`config.mk`:
```
export PLATFORM = sky130hd
export DESIGN_NAME = gpt_master_flow
export DESIGN_NICKNAME = d
export VERILOG_FILES = /design/src/logic/gpt_pkg.sv /design/src/logic/gpt_thr_if.sv /design/src/logic/gpt_master_flow.sv /design/src/logic/gpt_tracker.sv
export SDC_FILE = /design/constraint.sdc
export NUM_CORES = 1
export LEC_CHECK = 0
export ABC_AREA = 0
export ABC_CLOCK_PERIOD_IN_PS = 56500
export BUFFER_PORTS_ARGS = -buffer_cell sky130_fd_sc_hd__buf_2
export CORE_MARGIN = 2
export CORE_UTILIZATION = 63
export DETAILED_ROUTE_END_ITERATION = 7
export PLACE_DENSITY = 0.89
export SYNTH_ARGS = -nofsm -noshare
export SYNTH_HDL_FRONTEND = slang
export SYNTH_SLANG_ARGS = --single-unit
```
`constraint.sdc`:
```
create_clock -name clk_sys -period 56.5 [get_ports clk_sys]
set_input_delay 8.475 -clock clk_sys [delete_from_list [all_inputs] [get_ports clk_sys]]
set_output_delay 8.475 -clock clk_sys [all_outputs]
set_load 0.03 [all_outputs]
```
`src/logic/gpt_pkg.sv`:
```
// Shared constants and types for the graphics port block throttle logic.
// Assumes every party samples the bus signals on the common 1x bus clock.
package gpt_pkg;

    ////////////////////////////////////////////////////////////////////////////
    // Grant status codes
    localparam logic [2:0] ST_LP_READ  = 3'h0;
    localparam logic [2:0] ST_HP_READ  = 3'h1;
    localparam logic [2:0] ST_LP_WRITE = 3'h2;
    localparam logic [2:0] ST_HP_WRITE = 3'h3;

    ////////////////////////////////////////////////////////////////////////////
    // Transfer modes and block size
    localparam logic [1:0] MODE_1X = 2'h0;
    localparam logic [1:0] MODE_2X = 2'h1;
    localparam logic [1:0] MODE_4X = 2'h2;
    localparam int BYTES_PER_CLK_1X = 4;
    localparam int BYTES_PER_CLK_2X = 8;
    localparam int BYTES_PER_CLK_4X = 16;
    localparam int BLK_BYTES_2X     = 32;
    localparam int BLK_BYTES_4X     = 64;
    localparam int BLOCK_CLKS       = BLK_BYTES_2X / BYTES_PER_CLK_2X;

    ////////////////////////////////////////////////////////////////////////////
    // Timing counts in 1x clocks
    localparam int TP_OFFSET_CLKS = 2;
    localparam int RESUME_CLKS    = 2;
    localparam int TP_REPEAT_CLKS = 4;
    localparam int WR_DELAY_MIN   = 1;
    localparam int WR_DELAY_MAX   = 2;

    ////////////////////////////////////////////////////////////////////////////
    // Widths, levels and reset values
    localparam int   LEN_W       = 12;
    localparam logic READY_ON    = 1'b0;
    localparam logic READY_OFF   = 1'b1;
    localparam logic RBF_RST_VAL = 1'b1;

    typedef enum logic [2:0] {
        GPT_IDLE = 3'b001,
        GPT_XFER = 3'b010,
        GPT_WAIT = 3'b100
    } gpt_trk_state_e;

endpackage : gpt_pkg

```
`src/logic/gpt_thr_if.sv`:
```
// Carrier between the master flow control and its throttle point tracker.
// Assumes both ends run on clk_sys.
`timescale 1ns/1ns
`default_nettype none
interface gpt_thr_if;
    import gpt_pkg::*;
    logic             start;
    logic [LEN_W-1:0] len_clk;
    logic             ready_both;
    logic             data_en;
    logic             last;
    logic             busy;
    logic             tp_active;
    logic             tp_done;
    logic             pre_tp;

    modport ctl (output start, output len_clk, output ready_both,
                 input data_en, input last, input busy, input tp_active,
                 input tp_done, input pre_tp);
    modport trk (input start, input len_clk, input ready_both,
                 output data_en, output last, output busy, output tp_active,
                 output tp_done, output pre_tp);
endinterface : gpt_thr_if
`default_nettype wire

```
`src/logic/gpt_master_flow.sv`:
```
// Graphics master data flow control: write start, read throttling and the
// ready pin, with a throttle point tracker. Assumes all bus pins are
// sampled on clk_sys, the common bus clock, so they need no synchroniser.
//
// How it works
// - Either side stalls by withholding ready
// - Next block two clocks after both ready
// - Both ready at point means no idle
// - First point two clocks after block start
// - Later points four clocks after completion
// - Ready ignored between points and lone blocks
// - Drive ready throughout every read throttle point
// - Drive deasserted one clock before release
// - Long transfers may drive ready early
// - Master never stalls started write data
// - Write block follows two clocks after target
// - Write ready pulse, then deassert and release
// - Read points driven, released after each
// - Write pulse one or two clocks after grant
// - Receiver asserts flow control on its own
// - Asserted ready holds until point completes
// - Codes 000 and 001 return read data
// - Codes 010 and 011 request write data
// - Block is four clocks: 16, 32 or 64 bytes by mode
`timescale 1ns/1ns
`default_nettype none
module gpt_master_flow #(
    parameter int DATA_W   = 32,
    parameter int WR_DELAY = 1
) (
    input  wire logic                      clk_sys,
    input  wire logic                      reset,
    input  wire logic                      gnt_n,
    input  wire logic [2:0]                grant_status_code,
    input  wire logic                      target_ready_n,
    output logic                           master_ready_n_out,
    output logic                           master_ready_n_oe,
    output logic                           read_buffer_full_n,
    input  wire logic [DATA_W-1:0]         ad_in,
    output logic [DATA_W-1:0]              ad_out,
    output logic                           ad_oe,
    input  wire logic [1:0]                xfer_mode,
    input  wire logic [gpt_pkg::LEN_W-1:0] rd_len_bytes,
    output logic                           rd_len_take,
    input  wire logic [gpt_pkg::LEN_W-1:0] wr_len_bytes,
    output logic                           wr_len_take,
    input  wire logic [DATA_W-1:0]         wr_data,
    output logic                           wr_data_take,
    output logic [DATA_W-1:0]              rd_data,
    output logic                           rd_valid,
    output logic                           rd_high_pri,
    input  wire logic                      rd_hold,
    input  wire logic                      rd_buf_full
);
    import gpt_pkg::*;

    // Refused at elaboration: the start rule allows only one or two clocks
    if (WR_DELAY < WR_DELAY_MIN || WR_DELAY > WR_DELAY_MAX) begin : g_bad_delay
        $error("WR_DELAY must be 1 or 2");
    end
    if (DATA_W < 1) begin : g_bad_width
        $error("DATA_W must be positive");
    end

    localparam logic [1:0] WR_DLY_LAST = 2'(WR_DELAY - 1);

    ////////////////////////////////////////////////////////////////////////////
    // Byte count to data clocks for the current transfer mode
    function automatic logic [LEN_W-1:0] bytes_to_clks(
        input logic [LEN_W-1:0] bytes,
        input logic [1:0]       mode
    );
        logic [LEN_W-1:0] per_clk;
        logic [LEN_W:0]   sum;
        per_clk = LEN_W'(BYTES_PER_CLK_1X);
        if (mode == MODE_2X) begin
            per_clk = LEN_W'(BLK_BYTES_2X / BLOCK_CLKS);
        end else if (mode == MODE_4X) begin
            per_clk = LEN_W'(BLK_BYTES_4X / BLOCK_CLKS);
        end
        sum = {1'b0, bytes} + {1'b0, per_clk} - (LEN_W + 1)'(1);
        bytes_to_clks = LEN_W'(sum / {1'b0, per_clk});
        if (bytes_to_clks == '0) begin
            bytes_to_clks = LEN_W'(1);
        end
    endfunction : bytes_to_clks

    ////////////////////////////////////////////////////////////////////////////
    // Status classes share one decode; priority sits in bit 0 only
    function automatic logic is_read_code(
        input logic [2:0] code
    );
        is_read_code = (code[2:1] == ST_LP_READ[2:1]);
    endfunction : is_read_code

    function automatic logic is_write_code(
        input logic [2:0] code
    );
        is_write_code = (code[2:1] == ST_LP_WRITE[2:1]);
    endfunction : is_write_code

    gpt_thr_if thr ();

    gpt_tracker u_tracker (
        .clk_sys (clk_sys),
        .reset   (reset),
        .thr     (thr)
    );

    logic       grant_take;
    logic       grant_write;
    logic       tgt_rdy;
    logic       pend_valid_reg;
    logic       pend_write_reg;
    logic       pend_high_reg;
    logic [1:0] dly_reg;
    logic       wr_fire;
    logic       rd_fire;
    logic       cur_write_reg;
    logic       wr_now;
    logic       mr_tp;
    logic       mr_assert_rd;
    logic       hold_reg;
    logic       park_reg;
    logic       pre_drive;

    ////////////////////////////////////////////////////////////////////////////
    // Grant decode
    assign tgt_rdy     = (target_ready_n == READY_ON);
    assign grant_take  = !gnt_n && (is_read_code(grant_status_code) ||
                                    is_write_code(grant_status_code));
    assign grant_write = is_write_code(grant_status_code);

    // One grant waits while the bus is busy; a pipelined grant behind it is
    // not queued further, so the arbiter must not stack more than one.
    always_ff @(posedge clk_sys or posedge reset) begin
        if (reset) begin
            pend_valid_reg <= 1'b0;
            pend_write_reg <= 1'b0;
            pend_high_reg  <= 1'b0;
        end else if (grant_take && (!pend_valid_reg || wr_fire || rd_fire)) begin
            pend_valid_reg <= 1'b1;
            pend_write_reg <= grant_write;
            pend_high_reg  <= grant_status_code[0];
        end else if (wr_fire || rd_fire) begin
            pend_valid_reg <= 1'b0;
        end
    end

    ////////////////////////////////////////////////////////////////////////////
    // Starting a transaction
    // Write starts a fixed one or two clocks after the grant or the bus frees
    assign wr_fire = pend_valid_reg && pend_write_reg && !thr.busy &&
                     (dly_reg == WR_DLY_LAST);
    // Read starts on the target's initial ready pulse
    assign rd_fire = pend_valid_reg && !pend_write_reg && !thr.busy && tgt_rdy;

    always_ff @(posedge clk_sys or posedge reset) begin
        if (reset) begin
            dly_reg <= 2'h0;
        end else if (wr_fire || !pend_valid_reg || !pend_write_reg || thr.busy) begin
            dly_reg <= 2'h0;
        end else begin
            dly_reg <= dly_reg + 2'h1;
        end
    end

    always_ff @(posedge clk_sys or posedge reset) begin
        if (reset) begin
            cur_write_reg <= 1'b0;
        end else if (wr_fire) begin
            cur_write_reg <= 1'b1;
        end else if (rd_fire) begin
            cur_write_reg <= 1'b0;
        end
    end

    always_ff @(posedge clk_sys or posedge reset) begin
        if (reset) begin
            rd_high_pri <= 1'b0;
        end else if (rd_fire) begin
            rd_high_pri <= pend_high_reg;
        end
    end

    assign thr.start   = wr_fire | rd_fire;
    assign thr.len_clk = wr_fire ? bytes_to_clks(wr_len_bytes, xfer_mode)
                                 : bytes_to_clks(rd_len_bytes, xfer_mode);
    assign wr_len_take = wr_fire;
    assign rd_len_take = rd_fire;
    assign wr_now      = wr_fire | (cur_write_reg & !rd_fire);

    ////////////////////////////////////////////////////////////////////////////
    // Ready handling at throttle points
    // Writes: the master never joins a point, so only the target decides
    assign mr_tp        = thr.tp_active & !cur_write_reg;
    // Read ready is chosen from own buffer state only, then held once shown
    assign mr_assert_rd = mr_tp & (hold_reg | !rd_hold);
    // Outside a point the ready values do not matter; the tracker ignores them
    assign thr.ready_both = tgt_rdy & (cur_write_reg | mr_assert_rd);

    always_ff @(posedge clk_sys or posedge reset) begin
        if (reset) begin
            hold_reg <= 1'b0;
        end else begin
            hold_reg <= mr_assert_rd & !thr.tp_done;
        end
    end

    // One clock of driven deassert after each write pulse or completed read point, since
    // the pin is a sustained tri-state line held by a pull-up
    always_ff @(posedge clk_sys or posedge reset) begin
        if (reset) begin
            park_reg <= 1'b0;
        end else begin
            park_reg <= wr_fire | (mr_tp & thr.tp_done);
        end
    end

    assign pre_drive = thr.pre_tp & !cur_write_reg & !thr.start;

    assign master_ready_n_oe  = wr_fire | park_reg | mr_tp | pre_drive;
    assign master_ready_n_out = (wr_fire | mr_assert_rd) ? READY_ON : READY_OFF;

    ////////////////////////////////////////////////////////////////////////////
    // Data path
    // During write waits the bus keeps the offered word; any value is legal
    assign ad_oe        = wr_now & (thr.busy | wr_fire);
    assign ad_out       = wr_data;
    assign wr_data_take = thr.data_en & wr_now;

    always_ff @(posedge clk_sys or posedge reset) begin
        if (reset) begin
            rd_valid <= 1'b0;
        end else begin
            rd_valid <= thr.data_en & !wr_now;
        end
    end

    // Word is held between reads so a slow consumer still sees it
    always_ff @(posedge clk_sys or posedge reset) begin
        if (reset) begin
            rd_data <= '0;
        end else if (thr.data_en && !wr_now) begin
            rd_data <= ad_in;
        end
    end

    // Buffer-full follows the local buffer only, never the target's ready
    always_ff @(posedge clk_sys or posedge reset) begin
        if (reset) begin
            read_buffer_full_n <= RBF_RST_VAL;
        end else begin
            read_buffer_full_n <= !rd_buf_full;
        end
    end

    ////////////////////////////////////////////////////////////////////////////
    // Checks
    a_write_start: assert property (@(posedge clk_sys) disable iff (reset)
        grant_take && grant_write && !pend_valid_reg && !thr.busy
        |-> ##WR_DELAY wr_fire)
        else $error("Write ready pulse not at the set delay");
    a_write_pulse: assert property (@(posedge clk_sys) disable iff (reset)
        wr_fire |=> master_ready_n_oe && master_ready_n_out == READY_OFF
                    ##1 !master_ready_n_oe)
        else $error("Write ready not parked and released");
    a_write_no_tp: assert property (@(posedge clk_sys) disable iff (reset)
        thr.tp_active && cur_write_reg |-> master_ready_n_out == READY_OFF)
        else $error("Master joined a write throttle point");
    a_tp_driven: assert property (@(posedge clk_sys) disable iff (reset)
        thr.tp_active && !cur_write_reg |-> master_ready_n_oe)
        else $error("Ready not driven during a read point");
    a_ready_hold: assert property (@(posedge clk_sys) disable iff (reset)
        mr_assert_rd && !thr.tp_done |=> master_ready_n_out == READY_ON)
        else $error("Ready withdrawn inside a point");
    a_read_park: assert property (@(posedge clk_sys) disable iff (reset)
        mr_tp && thr.tp_done |=> master_ready_n_oe && master_ready_n_out == READY_OFF
                                 ##1 !master_ready_n_oe)
        else $error("Read ready not parked after a point");
    a_next_point: assert property (@(posedge clk_sys) disable iff (reset)
        thr.tp_done && !thr.last |-> ##1 !thr.tp_active [*3])
        else $error("Point came sooner than four clocks");
    a_rbf_local: assert property (@(posedge clk_sys) disable iff (reset)
        !$past(reset) |-> read_buffer_full_n == !$past(rd_buf_full))
        else $error("Buffer-full did not follow local state");
    a_write_data: assert property (@(posedge clk_sys) disable iff (reset)
        thr.tp_done && cur_write_reg |-> ##2 wr_data_take)
        else $error("Write block late after target ready");
    a_read_start: assert property (@(posedge clk_sys) disable iff (reset)
        rd_fire |-> thr.data_en && !ad_oe)
        else $error("Read start without data clock");
    a_park_first: assert property (@(posedge clk_sys) disable iff (reset)
        $fell(master_ready_n_oe) |-> $past(master_ready_n_out) == READY_OFF)
        else $error("Ready released without a driven deassert");
    a_write_bus: assert property (@(posedge clk_sys) disable iff (reset)
        wr_data_take |-> ad_oe)
        else $error("Write data clock with the bus not driven");
    a_early_drive: assert property (@(posedge clk_sys) disable iff (reset)
        pre_drive |-> master_ready_n_oe && master_ready_n_out == READY_OFF)
        else $error("Early ready drive not deasserted");
    a_point_inside: assert property (@(posedge clk_sys) disable iff (reset)
        thr.tp_active |-> thr.busy || thr.start)
        else $error("Point outside a transaction");

endmodule : gpt_master_flow
`default_nettype wire

```
`src/logic/gpt_tracker.sv`:
```
// Throttle point tracker: counts data clocks of one transaction and places
// throttle points two clocks into each block but the last. Assumes start only while idle.
`timescale 1ns/1ns
`default_nettype none
module gpt_tracker (
    input wire logic clk_sys,
    input wire logic reset,
    gpt_thr_if.trk   thr
);
    import gpt_pkg::*;

    localparam logic [1:0]       TP_POS   = 2'(TP_OFFSET_CLKS);
    localparam logic [1:0]       PRE_POS  = 2'(TP_OFFSET_CLKS - 1);
    localparam logic [1:0]       END_POS  = 2'(BLOCK_CLKS - 1);
    localparam logic [LEN_W-1:0] BLK_TAIL = LEN_W'(BLOCK_CLKS - TP_OFFSET_CLKS);

    gpt_trk_state_e   state_reg;
    logic [LEN_W-1:0] rem_reg;
    logic [1:0]       pos_reg;
    logic             tp_open_reg;
    logic [LEN_W-1:0] cur_rem;
    logic [1:0]       cur_pos;
    logic             in_data;
    logic             tp_here;

    ////////////////////////////////////////////////////////////////////////////
    // Current position, with the start cycle counted as the first data clock
    assign cur_rem = thr.start ? thr.len_clk : rem_reg;
    assign cur_pos = thr.start ? 2'h0 : pos_reg;
    assign in_data = thr.start | (state_reg == GPT_XFER);
    // A point exists only when data follows this block; none on a lone block
    assign tp_here = in_data && (cur_pos == TP_POS) && (cur_rem > BLK_TAIL);
    assign thr.tp_active = tp_here | tp_open_reg;
    assign thr.tp_done   = thr.tp_active & thr.ready_both;
    assign thr.data_en   = in_data;
    assign thr.last      = in_data && (cur_rem == LEN_W'(1));
    assign thr.busy      = (state_reg != GPT_IDLE);
    assign thr.pre_tp    = in_data && (cur_pos == PRE_POS) && (cur_rem > LEN_W'(BLOCK_CLKS - 1));

    always_ff @(posedge clk_sys or posedge reset) begin
        if (reset) begin
            tp_open_reg <= 1'b0;
        end else if (thr.tp_done) begin
            tp_open_reg <= 1'b0;
        end else if (tp_here) begin
            tp_open_reg <= 1'b1;
        end
    end

    always_ff @(posedge clk_sys or posedge reset) begin
        if (reset) begin
            rem_reg <= '0;
            pos_reg <= 2'h0;
        end else if (in_data) begin
            rem_reg <= cur_rem - LEN_W'(1);
            pos_reg <= cur_pos + 2'h1;
        end else begin
            pos_reg <= 2'h0;
        end
    end

    // An unfinished point turns into idle clocks; resume two clocks after it
    always_ff @(posedge clk_sys or posedge reset) begin
        if (reset) begin
            state_reg <= GPT_IDLE;
        end else if (in_data) begin
            if (thr.last) begin
                state_reg <= GPT_IDLE;
            end else if (cur_pos == END_POS && tp_open_reg) begin
                state_reg <= GPT_WAIT;
            end else begin
                state_reg <= GPT_XFER;
            end
        end else if (state_reg == GPT_WAIT && !tp_open_reg) begin
            state_reg <= GPT_XFER;
        end
    end

    a_resume_two: assert property (@(posedge clk_sys) disable iff (reset)
        thr.tp_done |-> ##RESUME_CLKS thr.data_en)
        else $error("Block did not resume two clocks after point");
    a_stall_gap: assert property (@(posedge clk_sys) disable iff (reset)
        thr.tp_active && !thr.ready_both |-> ##2 !thr.data_en)
        else $error("Data moved despite an unfinished point");
    a_first_point: assert property (@(posedge clk_sys) disable iff (reset)
        thr.start && thr.len_clk > LEN_W'(BLOCK_CLKS) |-> ##2 thr.tp_active)
        else $error("First point not two clocks after start");
    a_lone_block: assert property (@(posedge clk_sys) disable iff (reset)
        thr.start && thr.len_clk <= LEN_W'(BLOCK_CLKS) |-> !thr.tp_active [*4])
        else $error("Point seen on a single block transfer");
endmodule : gpt_tracker
`default_nettype wire

```
Word-level counts from Yosys, hierarchy flattened. Index checks and enable logic that the tools add are counted.

Register bits: 61. Logic and storage cells: 123.

Multiplexer cells: 20. Reduce and logical (&&, ||, !) cells: 42. Magnitude comparators: 2. Divide/modulo/power cells: 2. Add/subtract/negate cells: 7. Bitwise logic cells: 25. Eq/ne operators: 10.

Operators with widths (number): $mux W12 (4); $add A12 B12 Y13 (2); $div A13 B12 Y13 (2); $sub A13 B1 Y13 const B (2); $gt A12 B2 Y1 const B (2); $logic_not A12 Y1 (2); $logic_and A1 B1 Y1 (16); $and A1 B1 Y1 (12); $eq A12 B1 Y1 const B (1); $logic_not A1 Y1 (12); $mux W3 (4); $or A1 B1 Y1 (12); $sub A12 B1 Y12 const B (1); $mux W5 (2); $reduce_bool A2 Y1 (4); $mux W1 (7); $eq A2 B1 Y1 const B (3); $eq A2 B2 Y1 const B (3); $logic_or A1 B1 Y1 (6); $mux W2 (3); $add A2 B1 Y2 const B (2); $logic_not A2 Y1 (2); $eq A3 B2 Y1 const B (1); $eq A3 B3 Y1 const B (1); 2 further kinds (2).

Longest topological paths before layout. Gate-level depths: netlist of run 1.

Depth after elaboration: 20. Gate-level depth with buffers: 110. Depth with buffers taken out: 108.

Modules after synthesis. Synthesis of run 1 repeated with hierarchy kept, for this count alone.

Cell total of the unflattened synthesis: 1082. Area total of the unflattened synthesis: 8699.6 µm².

Modules (own cells, without submodules): gpt_master_flow (area each 7404.6 µm², cells each 933, seq. area each 1077.3 µm², instances 1); gpt_tracker (area each 1295.0 µm², cells each 149, seq. area each 451.7 µm², instances 1).

Least setup slack after synthesis of run 1. Ideal clock, no wire load.

Kind: input-to-output. From: input xfer_mode[0]. To: output master_ready_n_out. Setup slack: 19.890 ns. Stages: 106. Arrival time: 28.135 ns. Buffers on the path: 2. Path through: inv_1 -> ha_1 -> inv_1 -> ha_1 -> inv_1 -> ha_1 -> a211oi_1 -> nor2_1 -> nand3_1 -> nand2_1 -> a21oi_1 -> xnor2_1 -> ha_1 -> or4b_1 -> a21oi_2 -> o2111ai_1 -> nor4_4 -> nor2_1 -> [... 70 more ...] -> o211ai_1 -> nor2_1 -> nand2_1 -> nor2_1 -> a21oi_1 -> ha_1 -> o21ai_0 -> nand2b_1 -> a21oi_1 -> and4b_1 -> o211ai_1 -> a2111oi_4 -> a41oi_2 -> nor3_1 -> ha_1 -> o21ai_1 -> a31oi_2 -> o31a_1.

Word-level cells in the longest chain between the ends: 17. Elaborated cells between the ends (all ways): 23.

Ends and longest elaborated chain: start, declared (line gpt_master_flow.sv:42) `input wire logic [1:0] xfer_mode,`; $eq A2 B2 Y1 (line gpt_master_flow.sv:78) `end else if (mode == MODE_4X) begin`; $mux W5 (line gpt_master_flow.sv:78); $mux W5 (*) (line gpt_master_flow.sv:76) `if (mode == MODE_2X) begin`; $add A12 B12 Y13 (line gpt_master_flow.sv:81) `sum = {1'b0, bytes} + {1'b0, per_clk} - (LEN_W + 1)'(1);`; $sub A13 B1 Y13 (line gpt_master_flow.sv:81); $div A13 B12 Y13 (line gpt_master_flow.sv:82) `bytes_to_clks = LEN_W'(sum / {1'b0, per_clk});`; $logic_not A12 Y1 (line gpt_master_flow.sv:83) `if (bytes_to_clks == '0) begin`; $mux W12 (line gpt_master_flow.sv:83); $mux W12 (*) (line gpt_master_flow.sv:187) `assign thr.len_clk = wr_fire ? bytes_to_clks(wr_len_bytes, xfer_mode)`; $mux W12 (*) (line gpt_tracker.sv:28) `assign cur_rem = thr.start ? thr.len_clk : rem_reg;`; $gt A12 B2 Y1 (*) (line gpt_tracker.sv:32) `assign tp_here = in_data && (cur_pos == TP_POS) && (cur_rem > BLK_TAIL);`; $logic_and A1 B1 Y1 (*) (line gpt_tracker.sv:32); $or A1 B1 Y1 (*) (line gpt_tracker.sv:33) `assign thr.tp_active = tp_here | tp_open_reg;`; $and A1 B1 Y1 (*) (line gpt_master_flow.sv:196) `assign mr_tp = thr.tp_active & !cur_write_reg;`; $and A1 B1 Y1 (*) (line gpt_master_flow.sv:198) `assign mr_assert_rd = mr_tp & (hold_reg | !rd_hold);`; $or A1 B1 Y1 (*) (line gpt_master_flow.sv:223) `assign master_ready_n_out = (wr_fire | mr_assert_rd) ? READY_ON : READY_OFF;`; $mux W1 (*) (line gpt_master_flow.sv:223); end, declared (line gpt_master_flow.sv:36) `output logic master_ready_n_out,`.

Every way passes the cells marked *; elsewhere a longest branch is shown, timed or not.

Worst setup path after layout of run 1. Ends and elaborated chain as after synthesis.

==> out/qor.yml, run 1 <==
core_um2: 14600
placement.cell_area_um2: 9870
cts_tree: "yes"
cts_hold_buf: 0
clk_pin_slew_worst_paths_ns: 0.06
row_count: 44
cp.arrival_ns: 32.42
met2_usage: 0.529
path_delay_family: "compound AO/OA/AOI/OAI gates"
cp_data_required_time_ns: 48.03
cts_setup_buffers: 0
fmax_ghz: 0.0245
critical_path.max_stage_delay_ns: 0.50
start_util: 0.647
ys_ff_latch: 61
yosysSeqAreaShare: 0.162
fin_ws_ns: 15.60
worstSetupPathType: "input port to output port"
port_buffers: 107
yosysTopAreaCell: "dfrtp_1"
critPathMaxFanout: 25
synth_top_area_share: 0.156
drtIter0Drc: 621
numCtsBuffers: 9
drive_gt1_frac: 0.193
place_ws_ns: 16.17
hold_viol: 0
wire_per_inst_um: 17.9
grt_pass1_wl_um: 41600
dieWidth_um: 126
ios: 172
ys_warn_count: 0
die_h_um: 126
syn_avg_cell_area_um2: 8.02
fin_crit_sh: 0.724
hp-class: "register to register"
synth-edff-count: 0
tns_ns: 0
tightestPinTransition_ns: 1.01
fill_cells: 1085
viasPerCell: 6.55
drcViolationCount: 0
track_usage: 0.308
grt_busiest_layer: "met2"
fin_nets: 1438
cts_max_level: 3
die_area_um2: 16000
synthFlopType: "dfrtp_1"
n_antenna_cell: 0
vias: 9342
place_inst: 1410
maxCapViolCount: 0
syn2layout_area_growth_pct: 7.74
grt_setup_unrepaired: "false"
syn_area_um2: 9430
cp_slowest_cell: "nor3_1"
clock_skew_ns: 0.00766
post-route-min-period_ns: 40.90
fin_cells: 1426
firstDrtPassIters: 5
setup_violations: 0
met3_usage: 0.0367
cp-start-kind: "input port"
grt_max_degree: 62
stdcell_area_um2: 10200
insertion_delay_ns: 0.33
grt_overflow: 0
end_kind: "output port"
clock_path_buffers: 2
clock-sinks: 61
hpwl_um: 18900
synthArstFlopShare: 1.00
postSynthCellCount: 1177
syn_nets: 1378
grt_pass1_vias: 8899
synth_cell_types: 119
critPathBufInv: 9
cts-root-buf: "clkbuf_16"
largest_register_ffs: 32
place_congestion: 0.905
wirelength_um: 25500
grt_antenna_before_repair: 0
status: "finished clean"
crit_top_cell: "ha_1"
cts_resized: 0
slew-limit-headroom: 0.325
synth_area_leaders: "dfrtp_1 16%, ha_1 13%, mux2_2 5.5%, nor2_1 4.4%, nand2_1 3.6%"
slew_violations: 0
grtUsageMet1: 0.391
ant_nets: 0
## cell usage after synthesis (4+ instances only)
cell type / instances
o2bb2ai_1: 7
ha_1: 100
mux2i_1: 22
xor2_1: 11
a311oi_1: 6
nand4_1: 10
clkbuf_1: 21
o31ai_1: 5
inv_1: 73
a221oi_1: 5
nor3b_1: 5
a211o_1: 7
nand2b_1: 25
o2111ai_1: 8
nor4b_1: 4
or3b_1: 5
o21ai_0: 64
a21oi_1: 54
and3_1: 20
o21a_1: 27
a31oi_1: 15
nor3_1: 55
o21ai_1: 7
or3_1: 14
nor2b_1: 15
a211oi_1: 15
nand2_1: 91
buf_4: 32
dfrtp_1: 59
nor4bb_1: 4
mux2_4: 4
o211ai_1: 13
or2_2: 7
xnor2_1: 25
nor2_1: 111
mux2_2: 46
and4_1: 4
buf_1: 4
a21o_1: 8
buf_2: 5
and2_1: 14
nand3_1: 25
## kinds of logic (layout without fill, tap and decap cells)
group	Yosys count	count (layout)	synth area share
flops	61	61	0.162
simple gates	446	446	0.255
xor+xnor	36	36	0.0334
compound gates	316	316	0.251
mux	76	76	0.0899
fa+ha+maj	103	103	0.138
buf+inv	139	204	0.0703
## path summary, 6_finish.rpt
| check | start | end | slack [ns] | depth (start not counted) |
|---|---|---|---|---|
| worst min-delay path | dly_reg[0] | dly_reg[0] | 0.43 | 1 |
| worst min register to register | dly_reg[0] | dly_reg[0] | 0.43 | 1 |
| min in group asynchronous | reset | rd_data[26] | 8.36 | 3 |
| worst max-delay path | xfer_mode[0] | master_ready_n_out | 15.60 | 106 |
| worst max register to register | u_tracker.state_reg[2] | park_reg | 51.93 | 13 |
| max in group asynchronous | reset | u_tracker.rem_reg[11] | 47.63 | 3 |
## cell type report
type                    count  area, um2  area share
clock inverters             7       73.8     0.00726
inverters                  75        282      0.0277
clock buffers               9        225      0.0222
well taps                 184        230      0.0226
multi-input cells         977       7240       0.713
flip-flops and latches     61       1530       0.150
repair buffers            113        581      0.0571
## per-stage QoR
stage / util / hold WS [ns]
final: 0.697 / 0.429
after global routing: 0.697 / 0.459
after CTS: 0.697 / 0.429
after detailed placement: 0.676 / 0.424
after global placement: 0.676 / 0.423
after floorplan: - / 0.407
## routing by layer
metal  part of all wire  wire, um
met5                  0         0
met4              0.034       864
met1               0.42     10600
met2               0.48     12100
met3              0.075      1900
## cells in the final DEF, fill, tap and decap left out, drive strengths merged, types with 7 or more instances in the layout
cell and count:
nor2b 15, mux2i 24, inv 76, and2 16, nor2 112, or2 11
o211ai 14, nand3 27, o2bb2ai 8, a311oi 7, o2111ai 9, or3 15
nand4 11, nand2b 25, dfrtp 59, ha 100, nor4 8, a21oi 56
a21o 8, nor3 59, o21a 28, buf 113, a211oi 16, a31oi 16
and3 20, a211o 7, xnor2 25, xor2 11, nand2 92, mux2 52
o21ai 73, clkbuf 9
Power of run 1 is not shown: default switching activity piles up to over one toggle a cycle in this logic, so the estimate is an artifact.
==> run 2: changes to the inputs <==
--- a/config.mk
+++ b/config.mk
@@ -6,12 +6,12 @@
 export NUM_CORES = 1
 export LEC_CHECK = 0
 export ABC_AREA = 0
-export ABC_CLOCK_PERIOD_IN_PS = 56500
+export ABC_CLOCK_PERIOD_IN_PS = 38100
 export BUFFER_PORTS_ARGS = -buffer_cell sky130_fd_sc_hd__buf_2
 export CORE_MARGIN = 2
-export CORE_UTILIZATION = 63
+export CORE_UTILIZATION = 59
 export DETAILED_ROUTE_END_ITERATION = 7
-export PLACE_DENSITY = 0.89
+export PLACE_DENSITY = 0.84
 export SYNTH_ARGS = -nofsm -noshare
 export SYNTH_HDL_FRONTEND = slang
 export SYNTH_SLANG_ARGS = --single-unit
==> constraint.sdc (replaced) <==
create_clock -name clk_sys -period 38.1 [get_ports clk_sys]
set_input_delay 5.715 -clock clk_sys [delete_from_list [all_inputs] [get_ports clk_sys]]
set_output_delay 5.715 -clock clk_sys [all_outputs]
set_load 0.03 [all_outputs]
==> out/qor.yml, run 2 (synthesized netlist as in run 1, its figures left out) <==
status: "finished clean"
clock_skew_ns: 0.0109  # +0.00327 ns
critical_path.max_stage_delay_ns: 0.47  # -0.03 ns
grt_max_degree: 62  # unchanged
core_um2: 15800  # +8.1%
cp.arrival_ns: 29.72  # -2.70 ns
drive_gt1_frac: 0.193  # unchanged
cts_resized: 0  # unchanged
track_usage: 0.291  # -0.0175
worstSetupPathType: "input port to output port"
cp_slowest_cell: "or4b_1"
vias: 9287  # -0.59%
clock_path_buffers: 2  # unchanged
maxCapViolCount: 0  # unchanged
dieWidth_um: 130  # +3.2%
cts_hold_buf: 0  # unchanged
insertion_delay_ns: 0.33  # about the same
multi_input_area_um2: 7240  # unchanged
drtIter0Drc: 709  # +14%
grt_antenna_before_repair: 0  # unchanged
layout_commonest_cell: "nor2_1"
syn2layout_area_growth_pct: 8.17
hp-class: "register to register"
hold_viol: 0  # unchanged
grt_pass1_wl_um: 40900  # -1.8%
ant_nets: 0  # unchanged
place_ws_ns: 3.16  # -13.01 ns
regArea_um2: 1530  # unchanged
port_buffers: 107  # unchanged
cp-start-kind: "input port"
ios: 172  # unchanged
die_area_um2: 17000  # +6.6%
crit_top_cell: "ha_1"
n_antenna_cell: 0  # unchanged
firstDrtPassIters: 5  # unchanged
cts-root-buf: "clkbuf_16"
cts_tree: "yes"
slew_violations: 0  # unchanged
grt_pass1_vias: 8752  # -1.7%
layout_common_cells: "110 x nor2_1, 107 x buf_2, 100 x ha_1"
cp_data_required_time_ns: 32.38  # -15.65 ns
fin_ws_ns: 2.66  # -12.94 ns
place_congestion: 0.910  # +0.53%
viasPerCell: 6.37  # -2.8%
die_h_um: 130  # +3.2%
largest_register_ffs: 32  # unchanged
hold_depth: 1  # unchanged
setup_violations: 0  # unchanged
grt_overflow: 0  # unchanged
fin_nets: 1438  # unchanged
row_count: 46  # +4.5%
start_util: 0.598  # -0.0484
wire_per_inst_um: 17.2  # -3.4%
cts_max_level: 3  # unchanged
clk_pin_slew_worst_paths_ns: 0.06  # about the same
fill_cells: 1344  # +24%
wirelength_um: 25200  # -1.2%
fin_crit_sh: 0.930
tightestPinTransition_ns: 1.01  # +0.00606 ns
post-route-min-period_ns: 35.44
clock-sinks: 61  # unchanged
hpwl_um: 19100  # +0.83%
numCtsBuffers: 9  # unchanged
tns_ns: 0  # unchanged
grt_setup_unrepaired: "false"
critPathMaxFanout: 24  # -4.0%
fmax_ghz: 0.0282
drcViolationCount: 0  # unchanged
slew-limit-headroom: 0.321  # -0.00406
end_kind: "output port"
cts_setup_buffers: 0  # unchanged
r2r_cells: 12  # -1
run 2: worst paths after layout:
check / from / to / slack (ns)
worst max-delay path: xfer_mode[0] / master_ready_n_out / 2.66
worst min-delay path: dly_reg[0] / dly_reg[0] / 0.47
worst max register to register: u_tracker.state_reg[2] / u_tracker.rem_reg[8] / 33.55
worst min register to register: dly_reg[0] / dly_reg[0] / 0.47
max in group asynchronous: reset / hold_reg / 31.97
min in group asynchronous: reset / rd_data[7] / 5.62
run 2: critical path, delay by kind of cell:
family	cells	cell delay, ns
xor gates and xnor gates	1	0.09
and+or+nand+nor	33	8.06
muxes	4	1.50
buffers and inverters	9	1.20
AOI/OAI and AO/OA	45	8.75
adders and majority gates	15	4.36
run 2: per-stage QoR:
step           std cells  area, um2  hold slack [ns]   util
2_1_floorplan       1177       9430            0.407      -
3_3_place_gp        1442       9910            0.420  0.628
3_5_place_dp        1442       9910            0.423  0.628
4_1_cts             1458      10200            0.471  0.647
5_1_grt             1458      10200            0.486  0.647
6_report            1458      10200            0.467  0.647
run 2: layer usage:
metal  part of all wire  GRT usage  up-vias
met5                  0          0        -
met4              0.028      0.111        0
met3              0.061     0.0326       71
met2               0.48      0.504      359
met1               0.43      0.373     4379
li1                   -          -     4478
run 2: layout make-up:
type	instances	share of cell area
Inverter	75	0.0276
Clock buffer	9	0.0221
Tap cell	216	0.0265
Clock inverter	7	0.00723
Multi-Input combinational cell	977	0.710
Sequential cell	61	0.150
Timing Repair Buffer	113	0.0569
Power of run 2 is left out for the same reason.
